**src/hdl/ulh_consts.svh**
```systemverilog
`ifndef ULH_CONSTS_SVH
`define ULH_CONSTS_SVH

// ---------------------------------------------------------------
// clock and handshake times
// ---------------------------------------------------------------
`define ULH_CLK_PERIOD_NS   10
`define ULH_T_KDET_NS       2500
`define ULH_KDET_CYC        ((`ULH_T_KDET_NS + `ULH_CLK_PERIOD_NS - 1) / `ULH_CLK_PERIOD_NS)
`define ULH_T_CHIRP_NS      50000
`define ULH_CHIRP_CYC       (`ULH_T_CHIRP_NS / `ULH_CLK_PERIOD_NS)
`define ULH_T_CHIRP_MIN_NS  40000
`define ULH_T_CHIRP_MAX_NS  60000
`define ULH_T_RESET_NS      10000000
`define ULH_RESET_CYC       (`ULH_T_RESET_NS / `ULH_CLK_PERIOD_NS)
`define ULH_CHIRP_PAIRS     8

// ---------------------------------------------------------------
// link decision windows in clocks
// ---------------------------------------------------------------
`define ULH_TT_HS_CYC       10'h00F
`define ULH_TT_FS_CYC       10'h007
`define ULH_TT_LS_CYC       10'h04D
`define ULH_RT_HS_CYC       10'h001
`define ULH_RESP_HS_CYC     10'h05C
`define ULH_RESP_FS_CYC     10'h050
`define ULH_RESP_LS_CYC     10'h2CE

// ---------------------------------------------------------------
// transceiver commands and values
// ---------------------------------------------------------------
`define ULH_TXCMD_NOPID     8'h40
`define ULH_TXCMD_REGW      8'h80
`define ULH_REG_FUNC        8'h04
`define ULH_FUNC_RESET      8'h50
`define ULH_FUNC_HS         8'h40
`define ULH_FUNC_FS         8'h45
`define ULH_CHIRP_K         8'h00
`define ULH_CHIRP_J         8'hFF
`define ULH_LS_SE0          2'h0
`define ULH_LS_DP_HIGH      2'h1
`define ULH_LS_DM_HIGH      2'h2
`define ULH_LS_K            2'h2

// ---------------------------------------------------------------
// command registers
// ---------------------------------------------------------------
`define ULH_ADDR_CTRL       4'h0
`define ULH_ADDR_STATUS     4'h4
`define ULH_CTRL_START_BIT  0
`define ULH_CTRL_SEND_BIT   1
`define ULH_CTRL_PID_LSB    8
`define ULH_STAT_BUSY_BIT   2
`define ULH_STAT_HS_BIT     3
`define ULH_STAT_TOUT_BIT   4
`define ULH_STAT_LINE_LSB   8
`define ULH_STAT_RXCNT_LSB  16

`endif

```
**src/hdl/ulh_pkg.sv**
```systemverilog
`default_nettype none

package ulh_pkg;

  typedef enum logic [3:0] {
    ST_IDLE, ST_DETECT, ST_REG_CMD, ST_REG_DATA, ST_REG_STP, ST_RESET_WAIT, ST_K_SEEN,
    ST_CHIRP_CMD, ST_CHIRP_TX, ST_CHIRP_STP, ST_READY, ST_PKT_CMD, ST_PKT_STP
  } ulh_state_e;

  typedef enum logic [1:0] {
    ULH_SPD_HS, ULH_SPD_FS, ULH_SPD_LS, ULH_SPD_NONE
  } ulh_speed_e;

  typedef logic [7:0] ulh_byte_t;

endpackage

`default_nettype wire

```
**src/hdl/ulh_timer.sv**
```systemverilog
`default_nettype none

// down counter; done while the count stands at zero
module ulh_timer #(
  parameter int unsigned W = 20
) (
  input  wire logic         i_sys_clk,
  input  wire logic         i_rst,
  input  wire logic         i_load,
  input  wire logic         i_en,
  input  wire logic [W-1:0] i_value,
  output logic              o_done
);

  logic [W-1:0] cnt_reg;
  logic [W-1:0] cnt_next;

  always_comb begin
    cnt_next = cnt_reg;
    if (i_load) begin
      cnt_next = i_value;
    end else if (i_en && cnt_reg != '0) begin
      cnt_next = cnt_reg - 1'b1;
    end
  end

  always_ff @(posedge i_sys_clk) begin
    if (i_rst) begin
      cnt_reg <= '0;
    end else begin
      cnt_reg <= cnt_next;
    end
  end

  assign o_done = (cnt_reg == '0);

endmodule

`default_nettype wire

```
**src/hdl/ulh_chirp_host.sv**
```systemverilog
`include "ulh_consts.svh"
`default_nettype none

// Function
// DM high: low-speed, skip reset and chirp
// reset: high-speed select, terminations on, SE0
// reset also sets chirp operating mode
// chirp line state read with HS receiver
// peripheral enters chirp after 2.5 us SE0
// peripheral Chirp K at least 1 ms
// sleeping peripheral restarts clock within 5.6 ms
// no peripheral chirp: hold SE0 to end
// K for 2.5 us, then chirp within 100 us
// each host chirp lasts 40 to 60 us
// peripheral needs K-J-K-J-K-J, 2.5 us each
// peripheral then enables terminations, normal mode
// peripheral: squelch means host chirp finished
// after chirping, host restores normal mode
// transceiver line-state report delays
// transceiver transmit start and end delays
// transceiver receive start and end delays
// high-speed gaps from transmit/receive events
// transmit-to-transmit gap per speed
// full-speed gap starts at SE0-to-J report
// receive-to-transmit gap per speed
// high-speed receive end: DIR low or report
// peripheral accepts receives one clock apart
// response timeout per speed blocks transmit
// receive-active low on report or DIR low
// all counts in interface clock periods
module ulh_chirp_host
  import ulh_pkg::*;
#(
  parameter int unsigned CHIRP_CYC   = `ULH_CHIRP_CYC,
  parameter int unsigned RESET_CYC   = `ULH_RESET_CYC,
  parameter int unsigned CHIRP_PAIRS = `ULH_CHIRP_PAIRS
) (
  input  wire logic        i_sys_clk,
  input  wire logic        i_rst,
  input  wire logic [3:0]  i_addr,
  input  wire logic [31:0] i_wdata,
  input  wire logic        i_we,
  input  wire logic        i_re,
  output logic      [31:0] o_rdata,
  input  wire logic        i_ulpi_dir,
  input  wire logic        i_ulpi_nxt,
  input  wire logic [7:0]  i_ulpi_data,
  output logic      [7:0]  o_ulpi_data,
  output logic             o_ulpi_data_oe_n,
  output logic             o_ulpi_stp
);

  localparam int unsigned TW = 20;

  // ---------------------------------------------------------------
  // helpers
  // ---------------------------------------------------------------
  function automatic logic rxcmd_act(input ulh_byte_t d);
    return d[4];
  endfunction

  function automatic logic [1:0] j_level(input ulh_speed_e s);
    return (s == ULH_SPD_LS) ? `ULH_LS_DM_HIGH : `ULH_LS_DP_HIGH;
  endfunction

  function automatic ulh_byte_t out_byte(input ulh_state_e st, input ulh_byte_t fv,
                                         input ulh_byte_t cb_val, input logic [3:0] pid);
    unique case (st)
      ST_REG_CMD:   return `ULH_TXCMD_REGW | `ULH_REG_FUNC;
      ST_REG_DATA:  return fv;
      ST_CHIRP_CMD: return `ULH_TXCMD_NOPID;
      ST_CHIRP_TX:  return cb_val;
      ST_PKT_CMD:   return `ULH_TXCMD_NOPID | {4'h0, pid};
      default:      return 8'h00;
    endcase
  endfunction

  // ---------------------------------------------------------------
  // receive tracking
  // ---------------------------------------------------------------
  logic       dir_q_reg;
  logic [1:0] ls_reg;
  logic       rx_act_reg;
  logic [7:0] rx_cnt_reg;
  logic [1:0] ls_next;
  logic       rx_act_next;
  logic [7:0] rx_cnt_next;
  logic       rxcmd_vld;
  logic       rx_start;
  logic       rx_end;
  logic       j_seen;
  ulh_speed_e speed_reg;

  assign rxcmd_vld = i_ulpi_dir & dir_q_reg & ~i_ulpi_nxt;
  assign rx_start  = ~rx_act_reg & ((i_ulpi_dir & ~dir_q_reg & i_ulpi_nxt) | (rxcmd_vld & rxcmd_act(i_ulpi_data)));
  assign rx_end    = rx_act_reg & (~i_ulpi_dir | (rxcmd_vld & ~rxcmd_act(i_ulpi_data)));
  assign j_seen    = rxcmd_vld & (ls_reg == `ULH_LS_SE0) & (i_ulpi_data[1:0] == j_level(speed_reg));

  always_comb begin
    ls_next     = ls_reg;
    rx_act_next = rx_act_reg;
    rx_cnt_next = rx_cnt_reg;
    if (rxcmd_vld) begin
      ls_next = i_ulpi_data[1:0];
    end
    if (rx_end) begin
      rx_act_next = 1'b0;
    end else if (rx_start) begin
      rx_act_next = 1'b1;
    end
    if (i_ulpi_dir && dir_q_reg && i_ulpi_nxt) begin
      rx_cnt_next = rx_cnt_reg + 8'h01;
    end
  end

  always_ff @(posedge i_sys_clk) begin
    if (i_rst) begin
      dir_q_reg  <= 1'b1;
      ls_reg     <= `ULH_LS_SE0;
      rx_act_reg <= 1'b0;
      rx_cnt_reg <= 8'h00;
    end else begin
      dir_q_reg  <= i_ulpi_dir;
      ls_reg     <= ls_next;
      rx_act_reg <= rx_act_next;
      rx_cnt_reg <= rx_cnt_next;
    end
  end

  // ---------------------------------------------------------------
  // reset and chirp sequencer
  // ---------------------------------------------------------------
  ulh_state_e state_reg;
  ulh_state_e state_next;
  ulh_state_e ret_reg;
  ulh_state_e ret_next;
  ulh_speed_e speed_next;
  ulh_byte_t  func_reg;
  ulh_byte_t  func_next;
  ulh_byte_t  chirp_reg;
  ulh_byte_t  chirp_next;
  logic [7:0] pair_reg;
  logic [7:0] pair_next;
  ulh_byte_t  data_reg;
  logic       stp_reg;
  logic       load_a;
  logic       load_b;
  logic       en_b;
  logic [TW-1:0] val_b;
  logic       tmr_a_done;
  logic       tmr_b_done;
  logic       start_pend_reg;
  logic       pkt_pend_reg;
  logic [3:0] pid_reg;
  logic       gap_ok;
  logic       link_free;

  assign link_free = ~i_ulpi_dir & ~dir_q_reg;
  assign en_b      = (state_reg == ST_RESET_WAIT) ? (ls_reg == `ULH_LS_K) : 1'b1;

  always_comb begin
    state_next = state_reg;
    ret_next   = ret_reg;
    speed_next = speed_reg;
    func_next  = func_reg;
    chirp_next = chirp_reg;
    pair_next  = pair_reg;
    load_a     = 1'b0;
    load_b     = 1'b0;
    val_b      = TW'(`ULH_KDET_CYC);
    unique case (state_reg)
      ST_IDLE: begin
        if (start_pend_reg) state_next = ST_DETECT;
      end
      ST_DETECT: begin
        if (ls_reg == `ULH_LS_DM_HIGH) begin
          speed_next = ULH_SPD_LS;
          state_next = ST_READY;
        end else if (ls_reg == `ULH_LS_DP_HIGH) begin
          speed_next = ULH_SPD_FS;
          func_next  = `ULH_FUNC_RESET;
          ret_next   = ST_RESET_WAIT;
          state_next = ST_REG_CMD;
        end else begin
          state_next = ST_IDLE;
        end
      end
      ST_REG_CMD: begin
        if (link_free && i_ulpi_nxt) state_next = ST_REG_DATA;
      end
      ST_REG_DATA: begin
        // a turnaround by the transceiver aborts the write; it is retried
        if (i_ulpi_dir) state_next = ST_REG_CMD;
        else if (i_ulpi_nxt) state_next = ST_REG_STP;
      end
      ST_REG_STP: begin
        state_next = ret_reg;
        if (ret_reg == ST_RESET_WAIT) begin
          load_a = 1'b1;
          load_b = 1'b1;
        end
      end
      ST_RESET_WAIT: begin
        if (tmr_a_done) begin
          func_next  = `ULH_FUNC_FS;
          ret_next   = ST_READY;
          state_next = ST_REG_CMD;
        end else if (tmr_b_done) begin
          state_next = ST_K_SEEN;
        end else if (ls_reg != `ULH_LS_K) begin
          load_b = 1'b1;
        end
      end
      ST_K_SEEN: begin
        if (tmr_a_done) begin
          func_next  = `ULH_FUNC_FS;
          ret_next   = ST_READY;
          state_next = ST_REG_CMD;
        end else if (ls_reg != `ULH_LS_K) begin
          state_next = ST_CHIRP_CMD;
        end
      end
      ST_CHIRP_CMD: begin
        if (link_free && i_ulpi_nxt) begin
          chirp_next = `ULH_CHIRP_K;
          pair_next  = 8'h00;
          val_b      = TW'(CHIRP_CYC);
          load_b     = 1'b1;
          state_next = ST_CHIRP_TX;
        end
      end
      ST_CHIRP_TX: begin
        if (tmr_b_done) begin
          if (chirp_reg == `ULH_CHIRP_J && pair_reg == 8'(CHIRP_PAIRS - 1)) begin
            state_next = ST_CHIRP_STP;
          end else begin
            chirp_next = ~chirp_reg;
            if (chirp_reg == `ULH_CHIRP_J) pair_next = pair_reg + 8'h01;
            val_b  = TW'(CHIRP_CYC);
            load_b = 1'b1;
          end
        end
      end
      ST_CHIRP_STP: begin
        speed_next = ULH_SPD_HS;
        func_next  = `ULH_FUNC_HS;
        ret_next   = ST_READY;
        state_next = ST_REG_CMD;
      end
      ST_READY: begin
        if (start_pend_reg) state_next = ST_DETECT;
        else if (pkt_pend_reg && gap_ok && link_free) state_next = ST_PKT_CMD;
      end
      ST_PKT_CMD: begin
        if (i_ulpi_dir) state_next = ST_READY;
        else if (i_ulpi_nxt) state_next = ST_PKT_STP;
      end
      ST_PKT_STP: begin
        state_next = ST_READY;
      end
    endcase
  end

  always_ff @(posedge i_sys_clk) begin
    if (i_rst) begin
      state_reg <= ST_IDLE;
      ret_reg   <= ST_IDLE;
      speed_reg <= ULH_SPD_NONE;
      func_reg  <= 8'h00;
      chirp_reg <= `ULH_CHIRP_K;
      pair_reg  <= 8'h00;
      data_reg  <= 8'h00;
      stp_reg   <= 1'b0;
    end else begin
      state_reg <= state_next;
      ret_reg   <= ret_next;
      speed_reg <= speed_next;
      func_reg  <= func_next;
      chirp_reg <= chirp_next;
      pair_reg  <= pair_next;
      data_reg  <= out_byte(state_next, func_next, chirp_next, pid_reg);
      stp_reg   <= (state_next == ST_REG_STP) || (state_next == ST_CHIRP_STP) || (state_next == ST_PKT_STP);
    end
  end

  ulh_timer #(.W(TW)) u_reset_tmr (
    .i_sys_clk (i_sys_clk),
    .i_rst     (i_rst),
    .i_load    (load_a),
    .i_en      (1'b1),
    .i_value   (TW'(RESET_CYC)),
    .o_done    (tmr_a_done)
  );

  ulh_timer #(.W(TW)) u_phase_tmr (
    .i_sys_clk (i_sys_clk),
    .i_rst     (i_rst),
    .i_load    (load_b),
    .i_en      (en_b),
    .i_value   (val_b),
    .o_done    (tmr_b_done)
  );

  assign o_ulpi_data      = data_reg;
  assign o_ulpi_stp       = stp_reg;
  assign o_ulpi_data_oe_n = i_ulpi_dir | dir_q_reg;

  // helper counters for the checks below
  logic [15:0]   k_run_reg;
  logic [TW-1:0] chirp_run_reg;

  always_ff @(posedge i_sys_clk) begin
    if (i_rst) begin
      k_run_reg     <= 16'h0000;
      chirp_run_reg <= '0;
    end else begin
      k_run_reg     <= (ls_reg == `ULH_LS_K) ? ((k_run_reg == 16'hFFFF) ? k_run_reg : k_run_reg + 16'h0001) : 16'h0000;
      chirp_run_reg <= (state_next != state_reg || chirp_next != chirp_reg) ? '0 : chirp_run_reg + 1'b1;
    end
  end

  // ---------------------------------------------------------------
  // packet gaps and response timeout
  // ---------------------------------------------------------------
  logic [9:0] gap_reg;
  logic [9:0] gap_next;
  logic [9:0] resp_reg;
  logic [9:0] resp_next;
  logic       arm_reg;
  logic       arm_next;
  logic       tout_set;

  assign gap_ok = (gap_reg == 10'h000) && !arm_reg && (resp_reg == 10'h000);

  always_comb begin
    gap_next  = (gap_reg != 10'h000) ? gap_reg - 10'h001 : gap_reg;
    resp_next = (resp_reg != 10'h000) ? resp_reg - 10'h001 : resp_reg;
    arm_next  = arm_reg;
    tout_set  = 1'b0;
    if (state_reg == ST_PKT_STP) begin
      if (speed_reg == ULH_SPD_HS) gap_next = `ULH_TT_HS_CYC;
      else arm_next = 1'b1;
      unique case (speed_reg)
        ULH_SPD_HS: resp_next = `ULH_RESP_HS_CYC;
        ULH_SPD_LS: resp_next = `ULH_RESP_LS_CYC;
        default:    resp_next = `ULH_RESP_FS_CYC;
      endcase
    end
    if (rx_start) begin
      resp_next = 10'h000;
    end else if (resp_reg == 10'h001) begin
      tout_set = 1'b1;
    end
    if (rx_end) begin
      if (speed_reg == ULH_SPD_HS) gap_next = `ULH_RT_HS_CYC;
      else arm_next = 1'b1;
    end
    if (arm_reg && j_seen) begin
      arm_next = 1'b0;
      gap_next = (speed_reg == ULH_SPD_LS) ? `ULH_TT_LS_CYC : `ULH_TT_FS_CYC;
    end
  end

  always_ff @(posedge i_sys_clk) begin
    if (i_rst) begin
      gap_reg  <= 10'h000;
      resp_reg <= 10'h000;
      arm_reg  <= 1'b0;
    end else begin
      gap_reg  <= gap_next;
      resp_reg <= resp_next;
      arm_reg  <= arm_next;
    end
  end

  // ---------------------------------------------------------------
  // command registers
  // ---------------------------------------------------------------
  logic        start_next;
  logic        pkt_next;
  logic [3:0]  pid_next;
  logic        tout_reg;
  logic        tout_next;
  logic [31:0] rdata_reg;
  logic [31:0] rdata_next;
  logic        wr_ctrl;

  assign wr_ctrl = i_we && (i_addr == `ULH_ADDR_CTRL);

  always_comb begin
    start_next = (state_reg == ST_DETECT) ? 1'b0 : start_pend_reg;
    pkt_next   = (state_reg == ST_PKT_STP) ? 1'b0 : pkt_pend_reg;
    pid_next   = pid_reg;
    tout_next  = tout_reg;
    rdata_next = 32'h0000_0000;
    if (i_we && i_addr == `ULH_ADDR_STATUS && i_wdata[`ULH_STAT_TOUT_BIT]) tout_next = 1'b0;
    if (tout_set) tout_next = 1'b1;
    if (wr_ctrl) begin
      if (i_wdata[`ULH_CTRL_START_BIT]) start_next = 1'b1;
      if (i_wdata[`ULH_CTRL_SEND_BIT]) begin
        pkt_next = 1'b1;
        pid_next = i_wdata[`ULH_CTRL_PID_LSB +: 4];
      end
    end
    if (i_re) begin
      unique case (i_addr)
        `ULH_ADDR_CTRL: begin
          rdata_next[`ULH_CTRL_START_BIT]    = start_pend_reg;
          rdata_next[`ULH_CTRL_SEND_BIT]     = pkt_pend_reg;
          rdata_next[`ULH_CTRL_PID_LSB +: 4] = pid_reg;
        end
        `ULH_ADDR_STATUS: begin
          rdata_next[1:0]                        = speed_reg;
          rdata_next[`ULH_STAT_BUSY_BIT]         = (state_reg != ST_IDLE) && (state_reg != ST_READY);
          rdata_next[`ULH_STAT_HS_BIT]           = (speed_reg == ULH_SPD_HS);
          rdata_next[`ULH_STAT_TOUT_BIT]         = tout_reg;
          rdata_next[`ULH_STAT_LINE_LSB +: 2]    = ls_reg;
          rdata_next[`ULH_STAT_RXCNT_LSB +: 8]   = rx_cnt_reg;
        end
        default: rdata_next = 32'h0000_0000;
      endcase
    end
  end

  always_ff @(posedge i_sys_clk) begin
    if (i_rst) begin
      start_pend_reg <= 1'b0;
      pkt_pend_reg   <= 1'b0;
      pid_reg        <= 4'h0;
      tout_reg       <= 1'b0;
      rdata_reg      <= 32'h0000_0000;
    end else begin
      start_pend_reg <= start_next;
      pkt_pend_reg   <= pkt_next;
      pid_reg        <= pid_next;
      tout_reg       <= tout_next;
      rdata_reg      <= rdata_next;
    end
  end

  assign o_rdata = rdata_reg;

endmodule

`default_nettype wire

```
**config.mk**
```make
export PLATFORM = sky130hd
export DESIGN_NAME = ulh_chirp_host
export DESIGN_NICKNAME = d
export VERILOG_FILES = /design/src/hdl/ulh_pkg.sv /design/src/hdl/ulh_timer.sv /design/src/hdl/ulh_chirp_host.sv
export VERILOG_INCLUDE_DIRS = /design/src /design/src/hdl
export SDC_FILE = /design/constraint.sdc
export NUM_CORES = 1
export LEC_CHECK = 0
export ABC_AREA = 0
export BUFFER_PORTS_ARGS = -buffer_cell sky130_fd_sc_hd__buf_2
export CORE_ASPECT_RATIO = 1.5
export CORE_MARGIN = 3
export CORE_UTILIZATION = 25
export CTS_CLUSTER_DIAMETER = 150
export DETAILED_ROUTE_END_ITERATION = 7
export GPL_TIMING_DRIVEN = 0
export SLEW_MARGIN = 20
export SYNTH_ARGS = -nofsm -noshare
export SYNTH_HDL_FRONTEND = slang
export SYNTH_SLANG_ARGS = --single-unit
```
**constraint.sdc**
```tcl
create_clock -name i_sys_clk -period 2.63 [get_ports i_sys_clk]
set_input_delay 0.526 -clock i_sys_clk [delete_from_list [all_inputs] [get_ports i_sys_clk]]
set_output_delay 0.526 -clock i_sys_clk [all_outputs]
set_load 0.01 [all_outputs]
```
==> flow_metrics.py <==
metrics = {
    "detailed_routing": {
        "drc": 0,
        "drtIter0Drc": 303,
        "dr.pass1.iters": 5,
        "final_antenna_net_count": 0,
        "wl_per_cell_um": 14.28,
        "drt-total-wl_mm": 17.68,
        "drt-vias-per-instance": 4.795,
        "vias": 5936,
    },
    "clocking": {
        "cts_buffers": 17,
        "clk_latency_ns": 0.42,
        "cts_root_buf": "clkbuf_16",
        "cts_buffer_depth": 2,
        "path_clk_slew_ns": 0.06,
        "cts_tree": "done",
        "cts_sinks": 138,
        "cts_hold_buf": 0,
        "cts_htree_levels": 4,
    },
    "sta": {
        "skew_ns": 0.01058,
        "min_period_over_period_pct": 103.0,
        "max-slew-margin-rel_pct": 41.66,
        "finalHoldViolations": 0,
        "fmax_ghz": 0.3690,
        "worst_slew_pin_slew_ns": 0.8684,
        "min_period_ns": 2.710,
        "fin_tns_setup_ns": -0.5468,
        "grt_setup_unrepaired": "yes",
        "setup_viol": 8,
        "maxSlewViolCount": 0,
        "worst_slack_ns": -0.07979,
    },
    "yosys": {
        "synth_commonest_cells": "dfxtp_1, nor2_1, a21oi_1, nand2_1, nor3_1",
        "synth_cells": 792,
        "synth_warnings": 0,
        "synth_area_leaders": "dfxtp_1, nor2_1, a21oi_1",
        "ys.flop_type": "dfxtp_1",
        "yosysSeqAreaShare_pct": 42.07,
        "syn_area_per_cell_um2": 8.292,
        "synthDistinctLibCells": 66,
        "synthArstFlopShare_pct": 0,
        "yosysTopAreaCell": "dfxtp_1",
        "synth_top_cell_area_share_pct": 42.07,
        "synth_most_common_cell": "dfxtp_1",
        "synth-edff-count": 0,
        "synth_area_um2": 6568,
        "synth-seq-cells": 138,
    },
    "global_route": {
        "grt_max_degree": 17,
        "grt_pass1_wl_mm": 28.54,
        "antenna_found_initial": 0,
        "grt.overflow.total": 0,
        "grt_pass1_vias": 5857,
        "grt_usage_pct": 12.35,
    },
    "layout": {
        "fin_nets": 955,
        "fill_cells": 2681,
        "syn2layout_area_growth_pct": 27.76,
        "drive_gt1_share_pct": 20.99,
        "diodes": 0,
    },
    "power": {
        "p_sw_share_pct": 34.85,
        "pwr-share-comb_pct": 37.7,
        "power.share.clock_pct": 28.6,
        "power.density_nw_per_um2": 1020,
        "p_sw_uw": 2984,
        "p_int_uw": 5577,
        "cellLeakagePower_uw": 0.003337,
        "ir_drop_uv": 482.4,
        "p_seq_share_pct": 33.7,
    },
    "place": {
        "dp_hpwl_mm": 12.84,
        "port_buffers": 44,
        "place_congestion": 0.9198,
        "pre_cts_slack_ns": -0.7151,
    },
    "worst_setup_path": {
        "cp.arrival_ns": 3.02,
        "crit_path_end_kind": "flop",
        "worstSetupPathType": "reg2reg",
        "critPathRequiredTime_ns": 2.94,
        "critical_path_peak_fanout": 6,
        "worst_setup_path_start_kind": "flop",
    },
    "run_status": {
        "status": "finished with violations",
        "violations": "negative setup slack",
    },
    "floorplan": {
        "ios": 92,
        "core_um2": 25850,
        "die_y_um": 204.5,
        "rows": 72,
        "die_x_um": 138.3,
        "start_util_pct": 25.40,
        "die_area_um2": 28290,
    },
    "job": {
        "maxCapViolCount": 0,
    },
    "min_path": {
        "worstHoldPathType": "in2reg",
    },
}
[through the flow]
stage          area, µm²  hold WS [ns]  total power, µW  utilization, %  cells
6_report            8391        0.3500             8561           32.45   1238
5_1_grt             8391        0.3484             9178           32.45   1238
4_1_cts             8160        0.3410             8362           31.56   1231
3_5_place_dp        7264        0.4376             5610           28.10   1183
3_3_place_gp        7264        0.4362             5571           28.10   1183
2_1_floorplan       6628        0.4214             5057               -    806
[layer usage]
layer	global-route usage (%)	share of wire [%]	vias to the layer above	wire length, µm
met2	23.48	55	140	9636
met3	2.569	3.4	51	608
met4	7.415	4.7	0	831
li1	-	-	2959	-
met1	12.23	37	2786	6602
met5	0	0	-	0
[final cells by class]
cell class / count / area [µm²] / share of cell area (%)
Buffer: 44 / 255.2 / 3.042
Clock buffer: 20 / 456.7 / 5.443
Clock inverter: 10 / 143.9 / 1.715
Inverter: 19 / 71.32 / 0.8500
Multi-Input combinational cell: 604 / 3852 / 45.91
Sequential cell: 138 / 2775 / 33.07
Tap cell: 333 / 416.7 / 4.966
Timing Repair Buffer: 70 / 419.2 / 4.996
[cells in the final DEF (no fill, tap or decap), types with 19 or more instances in the layout]
| cell | Yosys | routed |
|---|---|---|
| a21oi_1 | 58 | 49 |
| buf_2 | 2 | 47 |
| buf_4 | 15 | 41 |
| dfxtp_1 | 138 | 130 |
| inv_1 | 19 | 19 |
| nand2_1 | 53 | 51 |
| nand3_1 | 32 | 32 |
| nor2_1 | 134 | 128 |
| nor3_1 | 33 | 28 |
| o21ai_0 | 23 | 20 |
| xnor2_1 | 23 | 23 |
| xor2_1 | 31 | 31 |
[power groups by stage]
stage | Combinational, µW | Clock (µW) | Sequential (µW)
after floorplan | 2260 | 0 | 2800
after global placement | 2700 | 0 | 2870
after detailed placement | 2730 | 0 | 2880
after CTS | 3000 | 2500 | 2860
after global routing | 3640 | 2590 | 2940
final | 3230 | 2450 | 2880
[worst max-delay path, cell delays in order, from the launching register on]
cell	delay, ns
dfxtp_2	0.32
or4_4	0.54
and4bb_4	0.37
nand2_2	0.07
buf_6	0.15
a311oi_4	0.29
buf_6	0.17
nor3_2	0.06
o41ai_4	0.37
buf_4	0.21
a21oi_2	0.05
[cell families (layout without fill, tap and decap cells)]
kind of cell	after synthesis	in the layout	share of synthesized area, %
simple gates	376	376	28.71
flops	138	138	42.07
compound gates	135	135	13.32
buf+inv	64	163	4.553
xor+xnor	54	54	7.201
mux	13	13	2.000
fa+ha+maj	11	11	2.096
other cells	1	15	0.05710
[path summary, 6_finish.rpt]
check                          from  slack, ns             end  depth (start not counted)
max          u_reset_tmr.cnt_reg[9]      -0.08  o_ulpi_data[6]                         10
min reg2reg             func_reg[7]       0.45     func_reg[7]                          1
min                      i_wdata[9]       0.35      pid_reg[1]                          3
max reg2reg  u_reset_tmr.cnt_reg[9]      -0.08  o_ulpi_data[6]                         10
[timing repair]
action / in CTS / in global routing
hold endpoints to repair: 0 / 0
setup buffers: 18 / 8
setup endpoints to repair: 40 / 35
pin swaps: 13 / 14
cloned: 0 / 0
resized for setup: 46 / 47
No activity file was read; power rests on OpenSTA's default activity.
